`config.mk`:
```
export PLATFORM = sky130hd
export DESIGN_NAME = pmu_overflow_irq_enable
export DESIGN_NICKNAME = d
export VERILOG_FILES = /design/src/rtl/ovf_irq_pkg.sv /design/src/rtl/flag_bank.sv /design/src/rtl/pmu_overflow_irq_enable.sv
export VERILOG_INCLUDE_DIRS = /design/src /design/src/rtl
export SDC_FILE = /design/constraint.sdc
export NUM_CORES = 1
export LEC_CHECK = 0
export ABC_AREA = 1
export BUFFER_PORTS_ARGS = -buffer_cell sky130_fd_sc_hd__buf_4
export CAP_MARGIN = 10
export CORE_UTILIZATION = 42
export CTS_BUF_LIST = sky130_fd_sc_hd__clkbuf_4 sky130_fd_sc_hd__clkbuf_8 sky130_fd_sc_hd__clkbuf_16
export DETAILED_ROUTE_END_ITERATION = 7
export GPL_ROUTABILITY_DRIVEN = 0
export GPL_TIMING_DRIVEN = 0
export PLACE_DENSITY = 0.85
export SYNTH_ARGS = -nofsm -noshare
export SYNTH_HDL_FRONTEND = slang
export SYNTH_SLANG_ARGS = --single-unit
export TNS_END_PERCENT = 30
```
`constraint.sdc`:
```
create_clock -name pclk -period 1.05 [get_ports pclk]
set_input_delay 0.105 -clock pclk [delete_from_list [all_inputs] [get_ports pclk]]
set_output_delay 0.105 -clock pclk [all_outputs]
set_load 0.02 [all_outputs]
```
`src/rtl/ovf_irq_map.svh`:
```
// Register offsets, field positions, counter count, reset values and valid mask for the overflow interrupt bank
`ifndef OVF_IRQ_MAP_SVH
`define OVF_IRQ_MAP_SVH

`define OFS_OVERFLOW_SET        12'h000
`define OFS_OVERFLOW_CLEAR      12'h004
`define OFS_IRQ_ENABLE_SET      12'h008
`define OFS_IRQ_ENABLE_CLEAR    12'h00C
`define OFS_OVERFLOW_EVENT      12'h010

`define BIT_CYCLE               31
`define NUM_EVENT_COUNTERS      4
`define RESET_ENABLE            5'h00
`define RESET_OVERFLOW          5'h00
`define VALID_MASK              32'h8000000F

`endif

```
`src/rtl/ovf_irq_pkg.sv`:
```
// Types shared by the overflow interrupt bank
package ovf_irq_pkg;
    typedef enum logic [2:0] {
        REG_NONE = 3'h0,
        REG_OVS_SET = 3'h1,
        REG_OVS_CLR = 3'h2,
        REG_INT_SET = 3'h3,
        REG_INT_CLR = 3'h4,
        REG_OVS_EVT = 3'h5
    } reg_sel_type;
endpackage : ovf_irq_pkg

```
`src/rtl/flag_bank.sv`:
```
// One bank of set/clear flag bits with one shared storage
`timescale 1ns/100ps
`default_nettype none
module flag_bank #(
    parameter int WIDTH = 5
) (
    // Clock and reset
    input wire logic pclk,
    input wire logic presetn,
    // Update strobes
    input wire logic [WIDTH-1:0] set_bits,
    input wire logic [WIDTH-1:0] clr_bits,
    // State
    output logic [WIDTH-1:0] flags
);
    if (WIDTH < 1) begin : g_bad_width
        $error("flag_bank needs WIDTH of at least 1");
    end

    logic [WIDTH-1:0] flags_r;
    logic [WIDTH-1:0] flags_nxt;

    // Set wins over clear so a coincident event is never lost
    assign flags_nxt = (flags_r & ~clr_bits) | set_bits;

    always_ff @(posedge pclk or negedge presetn) begin
        if (!presetn) begin
            flags_r <= '0;
        end else begin
            flags_r <= flags_nxt;
        end
    end

    assign flags = flags_r;
endmodule : flag_bank
`default_nettype wire

```
`src/rtl/pmu_overflow_irq_enable.sv`:
```
// APB register bank for counter overflow flags and overflow interrupt enables
//
// Chosen here: the placing of the registers and the APB slave port.
`timescale 1ns/100ps
`default_nettype none
`include "ovf_irq_map.svh"

module pmu_overflow_irq_enable #(
    parameter int NUM_EVENTS = `NUM_EVENT_COUNTERS
) (
    // Clock and reset
    input wire logic pclk,
    input wire logic presetn,
    // APB slave
    input wire logic psel,
    input wire logic penable,
    input wire logic pwrite,
    input wire logic [11:0] paddr,
    input wire logic [31:0] pwdata,
    input wire logic [3:0] pstrb,
    output logic [31:0] prdata,
    output logic pready,
    output logic pslverr,
    // Overflow events from the counters, one-cycle pulses on pclk
    input wire logic cycle_overflow_event,
    input wire logic [NUM_EVENTS-1:0] event_overflow_event,
    // Interrupt request
    output logic overflow_irq
);
    if (NUM_EVENTS != `NUM_EVENT_COUNTERS) begin : g_bad_events
        $error("pmu_overflow_irq_enable serves exactly four event counters");
    end

    localparam int W = NUM_EVENTS + 1;

    ////////////////////////////////////////////////////////////////////////////
    // Address decode

    ovf_irq_pkg::reg_sel_type sel;
    logic access;
    logic wr_en;
    logic rd_en;

    always_comb begin
        unique case (paddr)
            `OFS_OVERFLOW_SET: sel = ovf_irq_pkg::REG_OVS_SET;
            `OFS_OVERFLOW_CLEAR: sel = ovf_irq_pkg::REG_OVS_CLR;
            `OFS_IRQ_ENABLE_SET: sel = ovf_irq_pkg::REG_INT_SET;
            `OFS_IRQ_ENABLE_CLEAR: sel = ovf_irq_pkg::REG_INT_CLR;
            `OFS_OVERFLOW_EVENT: sel = ovf_irq_pkg::REG_OVS_EVT;
            default: sel = ovf_irq_pkg::REG_NONE;
        endcase
    end

    // Zero-wait slave; every access ends in its first access cycle
    assign access = psel && penable;
    assign pready = 1'b1;
    assign pslverr = access && (sel == ovf_irq_pkg::REG_NONE);
    assign wr_en = access && pwrite && (sel != ovf_irq_pkg::REG_NONE);
    assign rd_en = psel && !penable && !pwrite;

    ////////////////////////////////////////////////////////////////////////////
    // Write data packing: bit 31 goes to the top of the compact vector

    logic [W-1:0] ovf_event;
    logic [W-1:0] wbits;
    logic [W-1:0] ovf_set;
    logic [W-1:0] ovf_clr;
    logic [W-1:0] ena_set;
    logic [W-1:0] ena_clr;

    // Reserved bits 30:4 never reach the store
    always_comb begin
        wbits = '0;
        if (pstrb[3]) wbits[W-1] = pwdata[`BIT_CYCLE];
        if (pstrb[0]) wbits[NUM_EVENTS-1:0] = pwdata[NUM_EVENTS-1:0];
    end

    assign ovf_event = {cycle_overflow_event, event_overflow_event};
    assign ovf_set = ovf_event
        | ((wr_en && sel == ovf_irq_pkg::REG_OVS_SET) ? wbits : '0);
    // A write of zero selects nothing, so the flag holds
    assign ovf_clr = (wr_en && sel == ovf_irq_pkg::REG_OVS_CLR) ? wbits : '0;
    // Ones enable, zeros leave the enable alone
    assign ena_set = (wr_en && sel == ovf_irq_pkg::REG_INT_SET) ? wbits : '0;
    // Ones disable the matching request
    assign ena_clr = (wr_en && sel == ovf_irq_pkg::REG_INT_CLR) ? wbits : '0;

    ////////////////////////////////////////////////////////////////////////////
    // Storage

    logic [W-1:0] ovf_flags;
    logic [W-1:0] ena_flags;

    flag_bank #(
        .WIDTH(W)
    ) u_overflow (
        .pclk(pclk),
        .presetn(presetn),
        .set_bits(ovf_set),
        .clr_bits(ovf_clr),
        .flags(ovf_flags)
    );

    // One shared store for both enable views, reset to all off
    flag_bank #(
        .WIDTH(W)
    ) u_enable (
        .pclk(pclk),
        .presetn(presetn),
        .set_bits(ena_set),
        .clr_bits(ena_clr),
        .flags(ena_flags)
    );

    ////////////////////////////////////////////////////////////////////////////
    // Read data, captured in the setup cycle

    function automatic logic [31:0] spread(input logic [W-1:0] v);
        logic [31:0] r;
        r = 32'h00000000;
        r[`BIT_CYCLE] = v[W-1];
        r[NUM_EVENTS-1:0] = v[NUM_EVENTS-1:0];
        return r;
    endfunction : spread

    logic [31:0] prdata_r;

    always_ff @(posedge pclk or negedge presetn) begin
        if (!presetn) begin
            prdata_r <= 32'h00000000;
        end else if (rd_en) begin
            unique case (sel)
                ovf_irq_pkg::REG_OVS_SET,
                ovf_irq_pkg::REG_OVS_CLR: prdata_r <= spread(ovf_flags);
                ovf_irq_pkg::REG_INT_SET,
                ovf_irq_pkg::REG_INT_CLR: prdata_r <= spread(ena_flags);
                ovf_irq_pkg::REG_OVS_EVT: prdata_r <= spread(ovf_flags & ena_flags);
                ovf_irq_pkg::REG_NONE: prdata_r <= 32'h00000000;
            endcase
        end
    end

    assign prdata = prdata_r;

    ////////////////////////////////////////////////////////////////////////////
    // Interrupt output, registered to keep it glitch free

    logic irq_r;

    always_ff @(posedge pclk or negedge presetn) begin
        if (!presetn) begin
            irq_r <= 1'b0;
        end else begin
            irq_r <= |(ovf_flags & ena_flags);
        end
    end

    assign overflow_irq = irq_r;

    ////////////////////////////////////////////////////////////////////////////
    // Checks

    chk_ovf_clear_bit: assert property (@(posedge pclk) disable iff (!presetn)
        (wr_en && sel == ovf_irq_pkg::REG_OVS_CLR && pstrb[0] && pwdata[0]
         && !event_overflow_event[0]) |=> !ovf_flags[0])
        else $error("overflow flag 0 not cleared by write one");

    chk_ovf_zero_hold: assert property (@(posedge pclk) disable iff (!presetn)
        (wr_en && sel == ovf_irq_pkg::REG_OVS_CLR && !pwdata[1] && ovf_flags[1])
        |=> ovf_flags[1])
        else $error("overflow flag 1 lost on write of zero");

    chk_ovf_read_back: assert property (@(posedge pclk) disable iff (!presetn)
        (rd_en && sel == ovf_irq_pkg::REG_OVS_CLR) |=>
        (prdata[0] == $past(ovf_flags[0]) && prdata[31] == $past(ovf_flags[W-1])))
        else $error("overflow clear read mismatch");

    chk_ena_cycle_set: assert property (@(posedge pclk) disable iff (!presetn)
        (wr_en && sel == ovf_irq_pkg::REG_INT_SET && pstrb[3] && pwdata[31])
        |=> ena_flags[W-1])
        else $error("cycle enable not set");

    chk_ena_event_set: assert property (@(posedge pclk) disable iff (!presetn)
        (wr_en && sel == ovf_irq_pkg::REG_INT_SET && pstrb[0] && pwdata[2])
        |=> ena_flags[2])
        else $error("event 2 enable not set");

    chk_ena_zero_hold: assert property (@(posedge pclk) disable iff (!presetn)
        (wr_en && sel == ovf_irq_pkg::REG_INT_SET && pwdata[3:0] == 4'h0)
        |=> ena_flags[NUM_EVENTS-1:0] == $past(ena_flags[NUM_EVENTS-1:0]))
        else $error("enable changed on write of zero");

    chk_ena_clear: assert property (@(posedge pclk) disable iff (!presetn)
        (wr_en && sel == ovf_irq_pkg::REG_INT_CLR && pstrb[3] && pwdata[31])
        |=> !ena_flags[W-1])
        else $error("cycle enable not cleared");

    chk_ena_same_read: assert property (@(posedge pclk) disable iff (!presetn)
        (rd_en && (sel == ovf_irq_pkg::REG_INT_SET || sel == ovf_irq_pkg::REG_INT_CLR))
        |=> (prdata == spread($past(ena_flags)) && prdata[30:4] == 27'h0))
        else $error("enable read mismatch");

    chk_irq_follow: assert property (@(posedge pclk) disable iff (!presetn)
        overflow_irq == $past(|(ovf_flags & ena_flags)))
        else $error("interrupt does not follow flags and enables");

    chk_reset_state: assert property (@(posedge pclk)
        $rose(presetn) |-> (ena_flags == '0 && ovf_flags == '0))
        else $error("state not zero after reset");

    chk_rsvd_zero: assert property (@(posedge pclk) disable iff (!presetn)
        prdata[`BIT_CYCLE-1:NUM_EVENTS] == '0)
        else $error("reserved read bits not zero");

    chk_read_hold: assert property (@(posedge pclk) disable iff (!presetn)
        !rd_en |=> $stable(prdata))
        else $error("read data moved outside a read setup");

    chk_unmapped_read: assert property (@(posedge pclk) disable iff (!presetn)
        (rd_en && sel == ovf_irq_pkg::REG_NONE) |=> prdata == 32'h00000000)
        else $error("unmapped read not zero");

    chk_unmapped_write: assert property (@(posedge pclk) disable iff (!presetn)
        (access && pwrite && sel == ovf_irq_pkg::REG_NONE) |=> $stable(ena_flags))
        else $error("unmapped write changed the enables");

    chk_err_idle: assert property (@(posedge pclk) disable iff (!presetn)
        !access |-> !pslverr)
        else $error("error answer outside an access cycle");

    chk_err_unmapped: assert property (@(posedge pclk) disable iff (!presetn)
        (access && sel == ovf_irq_pkg::REG_NONE) |-> pslverr)
        else $error("unmapped access without error answer");

    ////////////////////////////////////////////////////////////////////////////
    // Per-bit checks; POS is the bus bit and LANE its strobe for compact bit i

    for (genvar i = 0; i < W; i++) begin : g_bit_chk
        localparam int POS = (i == W - 1) ? `BIT_CYCLE : i;
        localparam int LANE = POS / 8;

        // Overflow flags
        chk_bit_w1c: assert property (@(posedge pclk) disable iff (!presetn)
            (wr_en && sel == ovf_irq_pkg::REG_OVS_CLR && pstrb[LANE] && pwdata[POS]
             && !ovf_event[i])
            |=> !ovf_flags[i])
            else $error("overflow flag not cleared by write one");

        chk_bit_w0_hold: assert property (@(posedge pclk) disable iff (!presetn)
            (wr_en && sel == ovf_irq_pkg::REG_OVS_CLR && !(pstrb[LANE] && pwdata[POS])
             && ovf_flags[i])
            |=> ovf_flags[i])
            else $error("overflow flag lost on write of zero");

        chk_bit_set_wins: assert property (@(posedge pclk) disable iff (!presetn)
            (ovf_event[i] && ovf_clr[i])
            |=> ovf_flags[i])
            else $error("counter overflow lost to a coincident clear");

        chk_bit_event_set: assert property (@(posedge pclk) disable iff (!presetn)
            ovf_event[i]
            |=> ovf_flags[i])
            else $error("counter overflow did not set its flag");

        chk_bit_sw_set: assert property (@(posedge pclk) disable iff (!presetn)
            (wr_en && sel == ovf_irq_pkg::REG_OVS_SET && pstrb[LANE]
             && pwdata[POS])
            |=> ovf_flags[i])
            else $error("overflow flag not set by write one");

        // Enable store
        chk_bit_ena_set: assert property (@(posedge pclk) disable iff (!presetn)
            (wr_en && sel == ovf_irq_pkg::REG_INT_SET && pstrb[LANE]
             && pwdata[POS])
            |=> ena_flags[i])
            else $error("enable not set by write one");

        chk_bit_ena_zero: assert property (@(posedge pclk) disable iff (!presetn)
            (wr_en && sel == ovf_irq_pkg::REG_INT_SET
             && !(pstrb[LANE] && pwdata[POS]))
            |=> ena_flags[i] == $past(ena_flags[i]))
            else $error("enable changed by write of zero");

        chk_bit_ena_clr: assert property (@(posedge pclk) disable iff (!presetn)
            (wr_en && sel == ovf_irq_pkg::REG_INT_CLR && pstrb[LANE]
             && pwdata[POS])
            |=> !ena_flags[i])
            else $error("enable not cleared by write one");

        chk_bit_ena_hold: assert property (@(posedge pclk) disable iff (!presetn)
            !(wr_en && (sel == ovf_irq_pkg::REG_INT_SET
                        || sel == ovf_irq_pkg::REG_INT_CLR))
            |=> $stable(ena_flags[i]))
            else $error("enable moved without a set or clear write");

        // Read views and interrupt
        chk_bit_ena_read: assert property (@(posedge pclk) disable iff (!presetn)
            (rd_en && (sel == ovf_irq_pkg::REG_INT_SET
                       || sel == ovf_irq_pkg::REG_INT_CLR))
            |=> prdata[POS] == $past(ena_flags[i]))
            else $error("enable read bit mismatch");

        chk_bit_ovf_read: assert property (@(posedge pclk) disable iff (!presetn)
            (rd_en && (sel == ovf_irq_pkg::REG_OVS_SET
                       || sel == ovf_irq_pkg::REG_OVS_CLR))
            |=> prdata[POS] == $past(ovf_flags[i]))
            else $error("overflow read bit mismatch");

        chk_bit_status_read: assert property (@(posedge pclk) disable iff (!presetn)
            (rd_en && sel == ovf_irq_pkg::REG_OVS_EVT)
            |=> prdata[POS] == $past(ovf_flags[i] && ena_flags[i]))
            else $error("status read bit mismatch");

        chk_bit_irq_up: assert property (@(posedge pclk) disable iff (!presetn)
            (ovf_flags[i] && ena_flags[i])
            |=> overflow_irq)
            else $error("enabled overflow without interrupt");
    end

    cov_enable_set: cover property (@(posedge pclk) disable iff (!presetn)
        wr_en && sel == ovf_irq_pkg::REG_INT_SET);
    cov_enable_clear: cover property (@(posedge pclk) disable iff (!presetn)
        wr_en && sel == ovf_irq_pkg::REG_INT_CLR);
    cov_irq_raised: cover property (@(posedge pclk) disable iff (!presetn)
        $rose(overflow_irq));
    cov_clear_race: cover property (@(posedge pclk) disable iff (!presetn)
        |(ovf_set & ovf_clr));
    cov_status_read: cover property (@(posedge pclk) disable iff (!presetn)
        rd_en && sel == ovf_irq_pkg::REG_OVS_EVT);
endmodule : pmu_overflow_irq_enable
`default_nettype wire

```
==> impl_metrics.yaml <==
outcome:
  outcome: "finished, violations left"
  failed_checks: "setup timing"
power_and_ir_drop:
  switchingPower_mw: 0.392
  power_frac_clock_pct: 23.6
  p_sw_share_pct: 29.5
  p_seq_share_pct: 46.4
  cellLeakagePower_nw: 1.29
  power.density_nw_per_um2: 659
  p_int_mw: 0.935
  combPwrFrac_pct: 30.0
  ir_drop_uv: 673
floorplanning:
  start_util_pct: 44.8
  die_x_um: 59.5
  fp.dieH_um: 59.5
  fp.coreArea_um2: 3100
  dieArea_um2: 3540
  ios: 93
  rows: 20
timing:
  fmax_ghz: 0.942
  whs_ns: 0.0301
  rsz0062_at_grt: "true"
  fin_skew_ns: 0.00275
  layout_min_cycle_time_ns: 1.06
  max_slew_margin_pct: 59.8
  fin_crit_sh_pct: 101
  setup-violations-final: 1
  setup_ws_ns: -0.0118
  hold_violations: 0
  tightest_slew_ns: 0.599
  fin_setup_tns_ns: -0.0118
  drv_slew: 0
routing:
  ant_nets: 0
  vias_per_cell: 4.18
  num_vias: 1313
  dr.pass1.iters: 4
  drt_iter0_markers: 25
  drcViolationCount: 0
  wirelength_mm: 2.85
  wl_per_cell_um: 9.06
global_route:
  grt_pass1_vias: 1100
  grt_pass1_wl_mm: 4.51
  grtUsageTotal_pct: 16.8
  grt_overflow: 0
  grt_util_met2_pct: 28.7
  grtUsageMet3_pct: 3.93
  antenna_found_initial: 0
  grt_start_max_net_pins: 17
  met1_usage_pct: 20.2
  busiest_layer: "met2"
cells_and_area:
  final_nets: 330
  drive_above_1_share_pct: 39.6
  final_util_pct: 64.9
  final_cells: 314
  n_fill_cell: 284
  area_growth_pct: 45.0
  final_area_um2: 2010
  insertedDiodeCount: 0
placement:
  dpl_cell_area_um2: 1830
  portBuffers: 35
  dp_hpwl_mm: 2.08
  place_inst: 304
synth:
  ys_types: 23
  yosysWarnings: 0
  yosys_register_bits: 16
  avgSynthCellArea_um2: 6.98
  synth_flop_cell: "dfrtp_1"
  ys_seq_area_share_pct: 28.8
  synthCells: 199
  synth.cell_area_um2: 1390
  synthTopCellsByArea: "dfrtp_1 (29%), nand2_1 (16%), buf_4 (15%)"
  yosysTopAreaCellShare_pct: 28.8
  synth-edff-count: 0
  synthTopCellsByCount: "nand2_1 (60), buf_4 (28), inv_1 (27)"
  yosys.cell_count.top_type: "nand2_1"
  synth_top_cell_by_area: "dfrtp_1"
  ys_async_sr_fraction_pct: 100
worst_setup_path:
  endpoint_kind: "output pin"
  worstPathRequired_ns: 0.94
  worst-endpoint-arrival_ns: 0.96
  cp-start-kind: "primary input"
  cpMostUsedCell: "nor2_1"
  crit_family: "simple AND/OR/NAND/NOR gates"
  critPathBufInv: 2
  worstPathMaxFanout: 3
  crit_path_max_incr_delay_ns: 0.15
  crit_slowest_cell: "buf_4"
  crit_chain: "buf_6 -> nor2_4 -> nand2_4 -> nor2_1 -> nand2_2 -> nand4_4 -> nor2_1 -> buf_4"
  critPathKind: "primary input to output pin"
clock_network:
  cts_num_sinks: 16
  htree_levels: 1
  cts-buffers-inserted: 3
  insertion_delay_ns: 0.28
  cts_tree: "yes"
  root_buffer: "clkbuf_4"
  clockBufferDepth: 2
  clkTransAtPathRegs_ns: 0.09
hold_path:
  min_path_type: "primary input to flip-flop"
run:
  max-cap-violations: 0
## tightest hold or removal path: stages
cell	delay, ns
buf_4	0.08
inv_1	0.03
o211ai_1	0.07
## cells by family after synthesis
group           count (synthesis)  synth area share [%]
compound gates                 13                  7.48
buf+inv                        58                  23.3
flops                          16                  28.8
other cells                     2                 0.541
simple gates                  110                  39.8
## flip-flops by register name, indices dropped and copies added, names as in the netlist
name              cells
overflow_irq          1
prdata                5
u_enable.flags        5
u_overflow.flags      5
## what timing repair did
item                                   CTS  global route
resized for setup                        5            21
endpoints found under the hold margin   16             0
hold buffers                             1             0
buffers inserted                         4             2
cloned                                   0             0
pin swaps                                9            19
setup endpoints to repair                1            17
## worst paths after layout
path / start / to / slack [ns] / cells after the start
max: paddr[10] / pslverr / -0.01 / 8
min reg2reg: prdata[2] / prdata[2] / 0.49 / 2
min: event_overflow_event[1] / u_overflow.flags[1] / 0.03 / 3
max in group asynchronous: presetn / u_enable.flags[4] / 0.66 / 2
max reg2reg: u_overflow.flags[0] / prdata[0] / 0.03 / 6
min in group asynchronous: presetn / prdata[3] / 0.21 / 2
## stage by stage
| stage | setup slack [ns] | power [mW] |
|---|---|---|
| after floorplan | -0.0384 | 0.873 |
| after global placement | -0.266 | 0.988 |
| after detailed placement | -0.289 | 0.991 |
| after CTS | -0.0240 | 1.32 |
| after global routing | -0.0643 | 1.40 |
| final | -0.0118 | 1.33 |
## layout make-up
type	count	area [µm²]	share of cell area, %
buffer	29	215	10.7
clock buffer	3	22.5	1.12
inverter	29	114	5.66
multi-input combinational	151	838	41.6
sequential	16	400	19.9
tap	44	55.1	2.73
timing repair buffer	42	368	18.3
## cell usage in the layout, fill, tap and decap left out
cell type       n
nor2_1          9
buf_12          1
inv_1          25
nand2_1        54
nand3_1        13
inv_4           2
dfrtp_1        16
nand2_4         7
buf_4          59
nor3_1          1
a21oi_4         2
a221oi_2        1
conb_1         28
buf_6           8
dlygate4sd3_1   1
o211ai_1        5
nand2_2         9
nand4_1         5
nand4_4         1
inv_2           2
buf_8           1
nor2_4          7
clkbuf_4        3
o21ai_0         5
nand3_4         1
and3_1          1
buf_2           1
nor2_2          1
nor2_8          1
## power groups by stage
stage / registers, mW / logic [mW] / clock network [mW]
6_report: 0.616 / 0.398 / 0.314
5_1_grt: 0.616 / 0.436 / 0.353
4_1_cts: 0.616 / 0.376 / 0.325
3_5_place_dp: 0.628 / 0.363 / 0
3_3_place_gp: 0.628 / 0.360 / 0
2_1_floorplan: 0.629 / 0.244 / 0
## routing by layer
metal | vias to the layer above | wire length [µm]
li1 | 710 | -
met1 | 552 | 1240
met2 | 49 | 1430
met3 | 2 | 152
met4 | 0 | 22
met5 | - | 0
(Power assumes the default switching activity.)
